===== src/logic/ctcm_pkg.sv =====
// Shared constants for the dual counter/timer with capture and match.
// Assumes an APB master on the same clock as the timer logic.
package ctcm_pkg;
    localparam int NUM_INST = 2;
    localparam int NUM_CAP = 2;
    localparam int NUM_MATCH = 4;
    localparam int NUM_EXT = 2;
    localparam int CNT_W = 32;
    localparam int ADDR_W = 12;
    localparam int NUM_PIN = NUM_INST * NUM_CAP;
    localparam int NUM_OUT = NUM_INST * NUM_EXT;
    // Address layout: word index in bits 5:2, instance in bit 6.
    localparam int IDX_LSB = 2;
    localparam int IDX_MSB = 5;
    localparam int INST_BIT = 6;
    localparam int UPPER_LSB = 7;
    localparam logic [3:0] IDX_STATUS = 4'h0;
    localparam logic [3:0] IDX_CTRL = 4'h1;
    localparam logic [3:0] IDX_TC = 4'h2;
    localparam logic [3:0] IDX_PRESCALE = 4'h3;
    localparam logic [3:0] IDX_PCOUNT = 4'h4;
    localparam logic [3:0] IDX_MATCH_CTRL = 4'h5;
    localparam logic [3:0] IDX_MATCH0 = 4'h6;
    localparam logic [3:0] IDX_CAP_CTRL = 4'hA;
    localparam logic [3:0] IDX_CAP0 = 4'hB;
    localparam logic [3:0] IDX_EXT_CTRL = 4'hD;
    localparam logic [3:0] IDX_COUNT_CTRL = 4'hE;
    localparam logic [3:0] IDX_MASK = 4'hF;
    // Control register fields.
    localparam int CTRL_EN = 0;
    localparam int CTRL_RST = 1;
    localparam int CTRL_W = 2;
    // Match control: three bits per match register.
    localparam int MC_INT = 0;
    localparam int MC_RST = 1;
    localparam int MC_STOP = 2;
    localparam int MC_W = 3;
    // Capture control: three bits per capture channel.
    localparam int CC_RISE = 0;
    localparam int CC_FALL = 1;
    localparam int CC_INT = 2;
    localparam int CC_W = 3;
    // Count control fields.
    localparam int CM_MODE = 0;
    localparam int CM_SEL = 2;
    localparam int CM_CLR_EN = 3;
    localparam int CM_CLR_CH = 4;
    localparam int CM_CLR_FALL = 5;
    localparam int CM_W = 6;
    // External match control: state in bits 1:0, actions from bit 4.
    localparam int EC_LSB = 4;
    localparam int EC_W = 2 * NUM_EXT;
    // Status and mask: matches in bits 3:0, captures in bits 5:4.
    localparam int STS_CAP_LSB = 4;
    localparam int STS_W = NUM_MATCH + NUM_CAP;
    localparam logic [CNT_W-1:0] ZERO_WORD = 32'h0000_0000;
    localparam logic [CNT_W-1:0] ONE_WORD = 32'h0000_0001;
    localparam logic [CNT_W-1:0] RDATA_UNMAPPED = 32'h0000_0000;
    typedef enum logic [1:0] {
        EXT_NONE = 2'b00,
        EXT_LOW = 2'b01,
        EXT_HIGH = 2'b10,
        EXT_TOGGLE = 2'b11
    } ctcm_ext_e;
    typedef enum logic {
        APB_IDLE = 1'b0,
        APB_RESP = 1'b1
    } ctcm_apb_e;
endpackage


===== src/logic/ctcm_top.sv =====
// Two counter/timer instances with capture, match and APB registers.
// Assumes one 40 MHz clock, APB on that clock, capture pins asynchronous.
//
// The APB register port and the address map are this design's own decisions.
`timescale 1ns/10ps
module ctcm_top (
    input wire logic i_clock,
    input wire logic i_rst_n,
    input wire logic i_psel,
    input wire logic i_penable,
    input wire logic i_pwrite,
    input wire logic [ctcm_pkg::ADDR_W-1:0] i_paddr,
    input wire logic [ctcm_pkg::CNT_W-1:0] i_pwdata,
    input wire logic [ctcm_pkg::NUM_PIN-1:0] i_capture,
    output logic [ctcm_pkg::CNT_W-1:0] o_prdata,
    output logic o_pready,
    output logic o_pslverr,
    output logic [ctcm_pkg::NUM_OUT-1:0] o_match,
    output logic [ctcm_pkg::NUM_OUT-1:0] o_dma_req,
    output logic o_irq
);
    import ctcm_pkg::*;

    function automatic logic edge_sel(input logic [1:0] how,
                                      input logic r, input logic f);
        edge_sel = (how[0] & r) | (how[1] & f);
    endfunction

    ctcm_apb_e apb_state_reg;
    logic [CNT_W-1:0] tc_reg [NUM_INST];
    logic [CNT_W-1:0] pc_reg [NUM_INST];
    logic [CNT_W-1:0] pr_reg [NUM_INST];
    logic [CNT_W-1:0] mr_reg [NUM_INST][NUM_MATCH];
    logic [CNT_W-1:0] cr_reg [NUM_INST][NUM_CAP];
    logic [CTRL_W-1:0] ctrl_reg [NUM_INST];
    logic [NUM_MATCH*MC_W-1:0] mcr_reg [NUM_INST];
    logic [NUM_CAP*CC_W-1:0] ccr_reg [NUM_INST];
    logic [CM_W-1:0] cm_reg [NUM_INST];
    logic [EC_W-1:0] ec_reg [NUM_INST];
    logic [STS_W-1:0] sts_reg [NUM_INST];
    logic [STS_W-1:0] msk_reg [NUM_INST];
    logic [NUM_PIN-1:0] rise;
    logic [NUM_PIN-1:0] fall;
    logic [NUM_INST-1:0] tick;
    logic [NUM_INST-1:0] adv;
    logic [NUM_INST-1:0] clr_ev;
    logic [NUM_INST-1:0] mrst_hit;
    logic [NUM_INST-1:0] stop_hit;
    logic [NUM_MATCH-1:0] mev [NUM_INST];
    logic [NUM_CAP-1:0] cev [NUM_INST];
    logic [STS_W-1:0] set_ev [NUM_INST];
    logic [NUM_INST-1:0] wsel;
    logic wr_en;
    logic take;
    logic addr_bad;
    logic [3:0] idx;
    logic inst;
    logic [CNT_W-1:0] rd_data;

    genvar gp;
    generate
        for (gp = 0; gp < NUM_PIN; gp++) begin : g_pin
            ctcm_pin_sync u_sync (
                .i_clock(i_clock),
                .i_rst_n(i_rst_n),
                .i_pin(i_capture[gp]),
                .o_rise(rise[gp]),
                .o_fall(fall[gp])
            );
        end
    endgenerate

    // Bus decode; the answer comes one cycle into the access phase.
    assign idx = i_paddr[IDX_MSB:IDX_LSB];
    assign inst = i_paddr[INST_BIT];
    assign addr_bad = |i_paddr[ADDR_W-1:UPPER_LSB];
    assign take = i_psel & i_penable & (apb_state_reg == APB_IDLE);
    assign wr_en = i_psel & i_penable & i_pwrite & ~addr_bad &
                   (apb_state_reg == APB_RESP);

    always_comb begin
        for (int i = 0; i < NUM_INST; i++) begin
            wsel[i] = wr_en & (inst == 1'(i));
        end
    end

    // Per-instance event decode.
    always_comb begin
        for (int i = 0; i < NUM_INST; i++) begin
            logic [1:0] mode;
            logic sr;
            logic sf;
            logic hit;
            hit = 1'b0;
            mode = cm_reg[i][CM_MODE +: 2];
            sr = rise[i*NUM_CAP + int'(cm_reg[i][CM_SEL])];
            sf = fall[i*NUM_CAP + int'(cm_reg[i][CM_SEL])];
            // Timer mode ticks every clock, counter mode on chosen edges.
            tick[i] = ctrl_reg[i][CTRL_EN] &
                      ((mode == 2'b00) | edge_sel(mode, sr, sf));
            adv[i] = tick[i] & (pc_reg[i] == pr_reg[i]);
            mrst_hit[i] = 1'b0;
            stop_hit[i] = 1'b0;
            for (int m = 0; m < NUM_MATCH; m++) begin
                hit = adv[i] & (tc_reg[i] == mr_reg[i][m]);
                mev[i][m] = hit;
                mrst_hit[i] = mrst_hit[i] |
                              (hit & mcr_reg[i][m*MC_W+MC_RST]);
                stop_hit[i] = stop_hit[i] |
                              (hit & mcr_reg[i][m*MC_W+MC_STOP]);
                set_ev[i][m] = hit & mcr_reg[i][m*MC_W+MC_INT];
            end
            for (int c = 0; c < NUM_CAP; c++) begin
                cev[i][c] = edge_sel(ccr_reg[i][c*CC_W +: 2],
                                     rise[i*NUM_CAP+c],
                                     fall[i*NUM_CAP+c]);
                set_ev[i][STS_CAP_LSB+c] = cev[i][c] &
                                           ccr_reg[i][c*CC_W+CC_INT];
            end
            sr = rise[i*NUM_CAP + int'(cm_reg[i][CM_CLR_CH])];
            sf = fall[i*NUM_CAP + int'(cm_reg[i][CM_CLR_CH])];
            clr_ev[i] = cm_reg[i][CM_CLR_EN] &
                        (cm_reg[i][CM_CLR_FALL] ? sf : sr);
        end
    end

    // Read mux.
    always_comb begin
        rd_data = RDATA_UNMAPPED;
        case (idx)
            IDX_STATUS: rd_data = CNT_W'(sts_reg[inst]);
            IDX_CTRL: rd_data = CNT_W'(ctrl_reg[inst]);
            IDX_TC: rd_data = tc_reg[inst];
            IDX_PRESCALE: rd_data = pr_reg[inst];
            IDX_PCOUNT: rd_data = pc_reg[inst];
            IDX_MATCH_CTRL: rd_data = CNT_W'(mcr_reg[inst]);
            IDX_CAP_CTRL: rd_data = CNT_W'(ccr_reg[inst]);
            IDX_EXT_CTRL: rd_data = CNT_W'({ec_reg[inst], 2'b00,
                o_match[int'(inst)*NUM_EXT +: NUM_EXT]});
            IDX_COUNT_CTRL: rd_data = CNT_W'(cm_reg[inst]);
            IDX_MASK: rd_data = CNT_W'(msk_reg[inst]);
            default: begin
                for (int m = 0; m < NUM_MATCH; m++) begin
                    if (idx == 4'(IDX_MATCH0 + m)) begin
                        rd_data = mr_reg[inst][m];
                    end
                end
                for (int c = 0; c < NUM_CAP; c++) begin
                    if (idx == 4'(IDX_CAP0 + c)) begin
                        rd_data = cr_reg[inst][c];
                    end
                end
            end
        endcase
    end

    // APB slave: response registered, so every bus output is a flop.
    always_ff @(posedge i_clock or negedge i_rst_n) begin
        if (!i_rst_n) begin
            apb_state_reg <= APB_IDLE;
            o_pready <= 1'b0;
            o_pslverr <= 1'b0;
            o_prdata <= ZERO_WORD;
        end else begin
            case (apb_state_reg)
                APB_IDLE: begin
                    if (take) begin
                        apb_state_reg <= APB_RESP;
                        o_pready <= 1'b1;
                        o_pslverr <= addr_bad;
                        o_prdata <= addr_bad ? RDATA_UNMAPPED : rd_data;
                    end
                end
                APB_RESP: begin
                    apb_state_reg <= APB_IDLE;
                    o_pready <= 1'b0;
                    o_pslverr <= 1'b0;
                end
                default: begin
                    apb_state_reg <= APB_IDLE;
                    o_pready <= 1'b0;
                end
            endcase
        end
    end

    // Configuration registers, one set per instance.
    always_ff @(posedge i_clock or negedge i_rst_n) begin
        if (!i_rst_n) begin
            for (int i = 0; i < NUM_INST; i++) begin
                pr_reg[i] <= ZERO_WORD;
                mcr_reg[i] <= '0;
                ccr_reg[i] <= '0;
                cm_reg[i] <= '0;
                ec_reg[i] <= '0;
                msk_reg[i] <= '0;
                for (int m = 0; m < NUM_MATCH; m++) begin
                    mr_reg[i][m] <= ZERO_WORD;
                end
            end
        end else begin
            for (int i = 0; i < NUM_INST; i++) begin
                if (wsel[i]) begin
                    case (idx)
                        IDX_PRESCALE: pr_reg[i] <= i_pwdata;
                        IDX_MATCH_CTRL:
                            mcr_reg[i] <= i_pwdata[NUM_MATCH*MC_W-1:0];
                        IDX_CAP_CTRL:
                            ccr_reg[i] <= i_pwdata[NUM_CAP*CC_W-1:0];
                        IDX_COUNT_CTRL: cm_reg[i] <= i_pwdata[CM_W-1:0];
                        IDX_EXT_CTRL:
                            ec_reg[i] <= i_pwdata[EC_LSB +: EC_W];
                        IDX_MASK: msk_reg[i] <= i_pwdata[STS_W-1:0];
                        default: begin
                            for (int m = 0; m < NUM_MATCH; m++) begin
                                if (idx == 4'(IDX_MATCH0 + m)) begin
                                    mr_reg[i][m] <= i_pwdata;
                                end
                            end
                        end
                    endcase
                end
            end
        end
    end

    // Control: a stop-on-match clears enable unless software writes it.
    always_ff @(posedge i_clock or negedge i_rst_n) begin
        if (!i_rst_n) begin
            for (int i = 0; i < NUM_INST; i++) begin
                ctrl_reg[i] <= '0;
            end
        end else begin
            for (int i = 0; i < NUM_INST; i++) begin
                if (wsel[i] && idx == IDX_CTRL) begin
                    ctrl_reg[i] <= i_pwdata[CTRL_W-1:0];
                end else if (stop_hit[i]) begin
                    ctrl_reg[i][CTRL_EN] <= 1'b0;
                end
            end
        end
    end

    // Count and prescaler. Reset-on-match wins over the increment.
    always_ff @(posedge i_clock or negedge i_rst_n) begin
        if (!i_rst_n) begin
            for (int i = 0; i < NUM_INST; i++) begin
                tc_reg[i] <= ZERO_WORD;
                pc_reg[i] <= ZERO_WORD;
            end
        end else begin
            for (int i = 0; i < NUM_INST; i++) begin
                if (ctrl_reg[i][CTRL_RST] || clr_ev[i]) begin
                    tc_reg[i] <= ZERO_WORD;
                    pc_reg[i] <= ZERO_WORD;
                end else if (wsel[i] && idx == IDX_TC) begin
                    tc_reg[i] <= i_pwdata;
                end else if (wsel[i] && idx == IDX_PCOUNT) begin
                    pc_reg[i] <= i_pwdata;
                end else if (tick[i]) begin
                    if (adv[i]) begin
                        pc_reg[i] <= ZERO_WORD;
                        tc_reg[i] <= mrst_hit[i] ? ZERO_WORD
                                   : tc_reg[i] + ONE_WORD;
                    end else begin
                        pc_reg[i] <= pc_reg[i] + ONE_WORD;
                    end
                end
            end
        end
    end

    // Capture registers take the count seen at the detected edge.
    always_ff @(posedge i_clock or negedge i_rst_n) begin
        if (!i_rst_n) begin
            for (int i = 0; i < NUM_INST; i++) begin
                for (int c = 0; c < NUM_CAP; c++) begin
                    cr_reg[i][c] <= ZERO_WORD;
                end
            end
        end else begin
            for (int i = 0; i < NUM_INST; i++) begin
                for (int c = 0; c < NUM_CAP; c++) begin
                    if (cev[i][c]) begin
                        cr_reg[i][c] <= tc_reg[i];
                    end
                end
            end
        end
    end

    // Sticky flags; a new event in the clearing cycle keeps its flag.
    always_ff @(posedge i_clock or negedge i_rst_n) begin
        if (!i_rst_n) begin
            for (int i = 0; i < NUM_INST; i++) begin
                sts_reg[i] <= '0;
            end
            o_irq <= 1'b0;
        end else begin
            o_irq <= |((sts_reg[0] & msk_reg[0]) |
                       (sts_reg[1] & msk_reg[1]));
            for (int i = 0; i < NUM_INST; i++) begin
                if (wsel[i] && idx == IDX_STATUS) begin
                    sts_reg[i] <= (sts_reg[i] & ~i_pwdata[STS_W-1:0]) |
                                  set_ev[i];
                end else begin
                    sts_reg[i] <= sts_reg[i] | set_ev[i];
                end
            end
        end
    end

    // Match pins and DMA pulses. Software may also write the pin state.
    always_ff @(posedge i_clock or negedge i_rst_n) begin
        if (!i_rst_n) begin
            o_match <= '0;
            o_dma_req <= '0;
        end else begin
            for (int i = 0; i < NUM_INST; i++) begin
                for (int e = 0; e < NUM_EXT; e++) begin
                    o_dma_req[i*NUM_EXT+e] <= mev[i][e];
                    if (wsel[i] && idx == IDX_EXT_CTRL) begin
                        o_match[i*NUM_EXT+e] <= i_pwdata[e];
                    end else if (mev[i][e]) begin
                        case (ctcm_ext_e'(ec_reg[i][2*e +: 2]))
                            EXT_LOW: o_match[i*NUM_EXT+e] <= 1'b0;
                            EXT_HIGH: o_match[i*NUM_EXT+e] <= 1'b1;
                            EXT_TOGGLE: o_match[i*NUM_EXT+e] <=
                                ~o_match[i*NUM_EXT+e];
                            default: o_match[i*NUM_EXT+e] <=
                                o_match[i*NUM_EXT+e];
                        endcase
                    end
                end
            end
        end
    end
endmodule


===== src/logic/ctcm_pin_sync.sv =====
// Two-flop synchroniser with edge detection for one capture pin.
// Assumes the pin is asynchronous to i_clock.
`timescale 1ns/10ps
module ctcm_pin_sync (
    input wire logic i_clock,
    input wire logic i_rst_n,
    input wire logic i_pin,
    output logic o_rise,
    output logic o_fall
);
    logic meta_reg;
    logic sync_reg;
    logic prev_reg;

    always_ff @(posedge i_clock or negedge i_rst_n) begin
        if (!i_rst_n) begin
            meta_reg <= 1'b0;
            sync_reg <= 1'b0;
            prev_reg <= 1'b0;
        end else begin
            meta_reg <= i_pin;
            sync_reg <= meta_reg;
            prev_reg <= sync_reg;
        end
    end

    // Only the second flop and its delayed copy feed the edge logic.
    assign o_rise = sync_reg & ~prev_reg;
    assign o_fall = ~sync_reg & prev_reg;
endmodule


===== config.mk =====
export PLATFORM = sky130hd
export DESIGN_NAME = ctcm_top
export DESIGN_NICKNAME = d
export VERILOG_FILES = /design/src/logic/ctcm_pkg.sv /design/src/logic/ctcm_top.sv /design/src/logic/ctcm_pin_sync.sv
export SDC_FILE = /design/constraint.sdc
export NUM_CORES = 2
export LEC_CHECK = 0
export BUFFER_PORTS_ARGS = -buffer_cell sky130_fd_sc_hd__buf_2
export CORE_MARGIN = 2
export CORE_UTILIZATION = 57
export DETAILED_ROUTE_END_ITERATION = 7
export HOLD_SLACK_MARGIN = 0.12
export PLACE_DENSITY = 0.78
export SKIP_CTS_REPAIR_TIMING = 1
export SYNTH_ARGS = -nofsm -noshare
export SYNTH_HDL_FRONTEND = slang
export SYNTH_SLANG_ARGS = --single-unit

===== constraint.sdc =====
create_clock -name i_clock -period 2.65 [get_ports i_clock]
set_input_delay 0.53 -clock i_clock [delete_from_list [all_inputs] [get_ports i_clock]]
set_output_delay 0.53 -clock i_clock [all_outputs]
set_load 0.01 [all_outputs]

==> impl_results.md <==
* WP buf/inv at 5
* Worst flop-to-flop path endpoint: tc_reg[17]
* Standard-cell rows at 96
* Antenna-violating nets left at 0
* First-pass GRT wire length at 244 mm
* Internal cell power at about 0.019 W
* Peak supply drop at around 0.61 mV
* Final hold vios at 0
* Relative slew margins at 0.403
* CTS root buffer: clkbuf_16
* Syn_nets at roughly 3800
* Net Sw Frac at 0.251
* Mapped Cells at about 3700
* Total congestion overflow at 0
* Tot GR Track Use at 0.473
* Worst endpoint data arrival time at 3.43 ns
* GR peak layer: met2
* Unrepaired setup endpoints after global routing: true
* CP cell instances: buf_4 > xnor2_1 > nand4_1 > buf_6 > nor4_4 > buf_4 > nand3_4 > buf_6 > a41oi_4 > buf_6 > o41ai_2 > a221o_1
* # setup viols final at roughly 90
* Vias per std cell at 6.78
* Drt pass-1 iters at 8
* CP endpoint kind: register
* Worst hold slack at around 0.25 ns
* CTS sink cnt at ~720
* Net Sw Power at ~0.0063 W
* M2 GR Usage at 0.723
* Die width at about 270 um
* Final Wtd Congestion at between 1 and 1.5
* Drt drc at 0
* Most frequent cell on the critical path: buf_6
* Crit-path max FO at 4
* Power Dens Cells at roughly 480 nW/um2
* Max-Cap Viols at 0
* Power Total at about 0.025 W
* Largest net degree at the start of global routing at 79
* Port bufs at 93
* Post-DP HPWL at roughly 130 mm
* EDFF count, synth at 0
* Worst-Skew Late Latency at 0.66 ns
* Worst path depth at 12
* CP max stage cell: dfrtp_1
* Drt total wl at ~180 mm
* Max reg flops at 256
* Max Slew Vio Count at 0
* Vias in the first global route at roughly 36000
* Async SR Flop Fraction at 1.00
* Core Area at 68800 um2
* Starting Density at 0.577
* Tcrit/Tclk final at 1.10
* Share of cells above drive strength 1 at 0.426
* Post-route setup slack at -0.272 ns
* Nature of the critical path startpoint: register
* Met1 usage at 0.591
* # IOs at between 90 and 100
* Vias post-DR at approximately 37000
* Reg-to-Reg Start: tc_reg[27]
* Starting DRC count in detailed routing at between 5000 and 6000
* Synth warnings at 0
* R2R setup slack at -0.27 ns
* Critical path class: register to register
* Setup Slack @ Placement at -0.618 ns
* Reg2Reg Depth at 12
* Netlist cell types at between 80 and 90
* CTS tree: built
* WL/cell at about 32 um
* Initial antenna violation count at 10
* Yosys top cell by area: dfrtp_1
* Area growth syn-to-layout at 31.9%
* Share of power burned in registers at 0.445
* Setup_tns at -8.74 ns
* Synth area leaders: dfrtp_1 45%, mux2_2 15%, mux2i_1 6.1%
* Crit path capture: tc_reg[17]
* Die area at slightly above 70000 um2
* Critical Path Source: tc_reg[27]
* CTS buffer count at between 70 and 80
* Htree depth at 3
* Hold crit path type: input port to register
* Slew @ Worst Pin at slightly below 0.9 ns
* WP data required at 3.16 ns
* Seq/Total Area, Yosys at 0.451
* Slowest stage delay, CP at ~0.40 ns
* Period minus WS final at 2.92 ns
* Synth top area share at 0.451
* Clk pin slew, worst setup/hold paths at ~0.060 ns
* Avg Synthesized Cell Area at approximately 11 um2
* Die Y at ~270 um
* Clock skew at about 0.027 ns
* Violated checks: setup timing
* Post-Syn Area at 39700 um2
* Clock Tree Buf Depth at 3
* Maximum operating frequency at between 0.3 and 0.4 GHz
* Family with the most delay on the worst path: buffers and inverters
* Clock network power share at 0.470
* P_leak at 24.7 nW
* Main flop type after synthesis: dfrtp_1
* Synthesized flop and latch total at slightly above 700
* Logic pwr share at 0.085
* Status: complete, but fails checks
* Final nets at 4524
* GR Util met3 at 0.117
==> kinds of logic after synthesis <==
family	Yosys count	share of synthesized area
buffers and inverters	330	0.0356
and+or+nand+nor	875	0.114
xor gates and xnor gates	337	0.0744
adders and majority gates	12	0.00378
muxes	762	0.209
DFF	716	0.451
AOI/OAI and AO/OA	667	0.112
==> cell usage after synthesis (all sizes together), types with 83 or more instances <==
cell type	count
dfrtp	716
nor4	83
mux2	520
a21oi	86
mux2i	240
nor2	134
o21ai	163
o22ai	114
clkbuf	170
xor2	107
nand4	88
nand2	262
buf	138
xnor2	230
==> through the flow <==
step	cells	util	area [um2]
finish	5452	0.761	52400
global route	5450	0.761	52400
CTS	5386	0.726	50000
detailed placement	5245	0.686	47200
global placement	5245	0.686	47200
floorplan	3699	-	39700
==> placed cells by master (no fill, tap or decap), types with 41 or more instances in the layout <==
cell type / netlist / final
a21oi_1: 84 / 71
a22o_1: 45 / 41
a22oi_1: 77 / 67
buf_12: 0 / 74
buf_2: 107 / 91
buf_4: 3 / 759
buf_6: 4 / 46
clkbuf_16: 0 / 83
dfrtp_1: 716 / 685
mux2_2: 520 / 519
mux2i_1: 240 / 240
nand2_1: 261 / 251
nand3_1: 81 / 65
nand4_1: 88 / 88
nor2_1: 129 / 98
nor3_1: 54 / 41
nor4_1: 79 / 53
o21ai_0: 151 / 99
o21ai_1: 12 / 45
o22ai_1: 114 / 113
xnor2_1: 230 / 191
xor2_1: 107 / 101
==> how the worst min path moves through the flow <==
| stage | from | end | slack (ns) | cells after the start |
|---|---|---|---|---|
| after floorplan | i_rst_n | apb_state_reg | 0.23 | 0 |
| after global placement | g_pin[2].u_sync.meta_reg | g_pin[2].u_sync.sync_reg | 0.33 | 0 |
| after detailed placement | g_pin[3].u_sync.meta_reg | g_pin[3].u_sync.sync_reg | 0.34 | 0 |
| after CTS | i_rst_n | mr_reg[198] | -0.19 | 1 |
| after global routing | i_penable | o_pready | 0.29 | 4 |
| final | i_penable | o_pready | 0.25 | 4 |
==> power groups by stage <==
stage	logic, W	clock network, W	registers (W)
after floorplan	0.000773	0	0.0114
after global placement	0.00197	0	0.0113
after detailed placement	0.00199	0	0.0114
after CTS	0.00201	0.0118	0.0112
after global routing	0.00220	0.0122	0.0112
final	0.00212	0.0118	0.0112
==> tightest hold or removal path: cells and delay by family <==
family          cells  cell delay (ns)
compound gates      1             0.05
simple gates        1             0.08
buf+inv             2             0.18
==> layout make-up <==
class	count	area, um2
Antenna cell	2	5.00
Clock buffer	110	2310
Clock inverter	31	427
Fill cell	4671	16500
Inverter	22	82.6
Multi-Input combinational cell	2656	22000
Sequential cell	716	18000
Tap cell	931	1160
Timing Repair Buffer	984	8370
==> layer usage <==
layer | routed length [um] | vias to the layer above
met5 | 97 | -
met4 | 15900 | 14
met3 | 20200 | 817
met2 | 76300 | 2628
met1 | 62600 | 18400
li1 | - | 15100
Note: power is estimated with default switching activity, not from simulation.
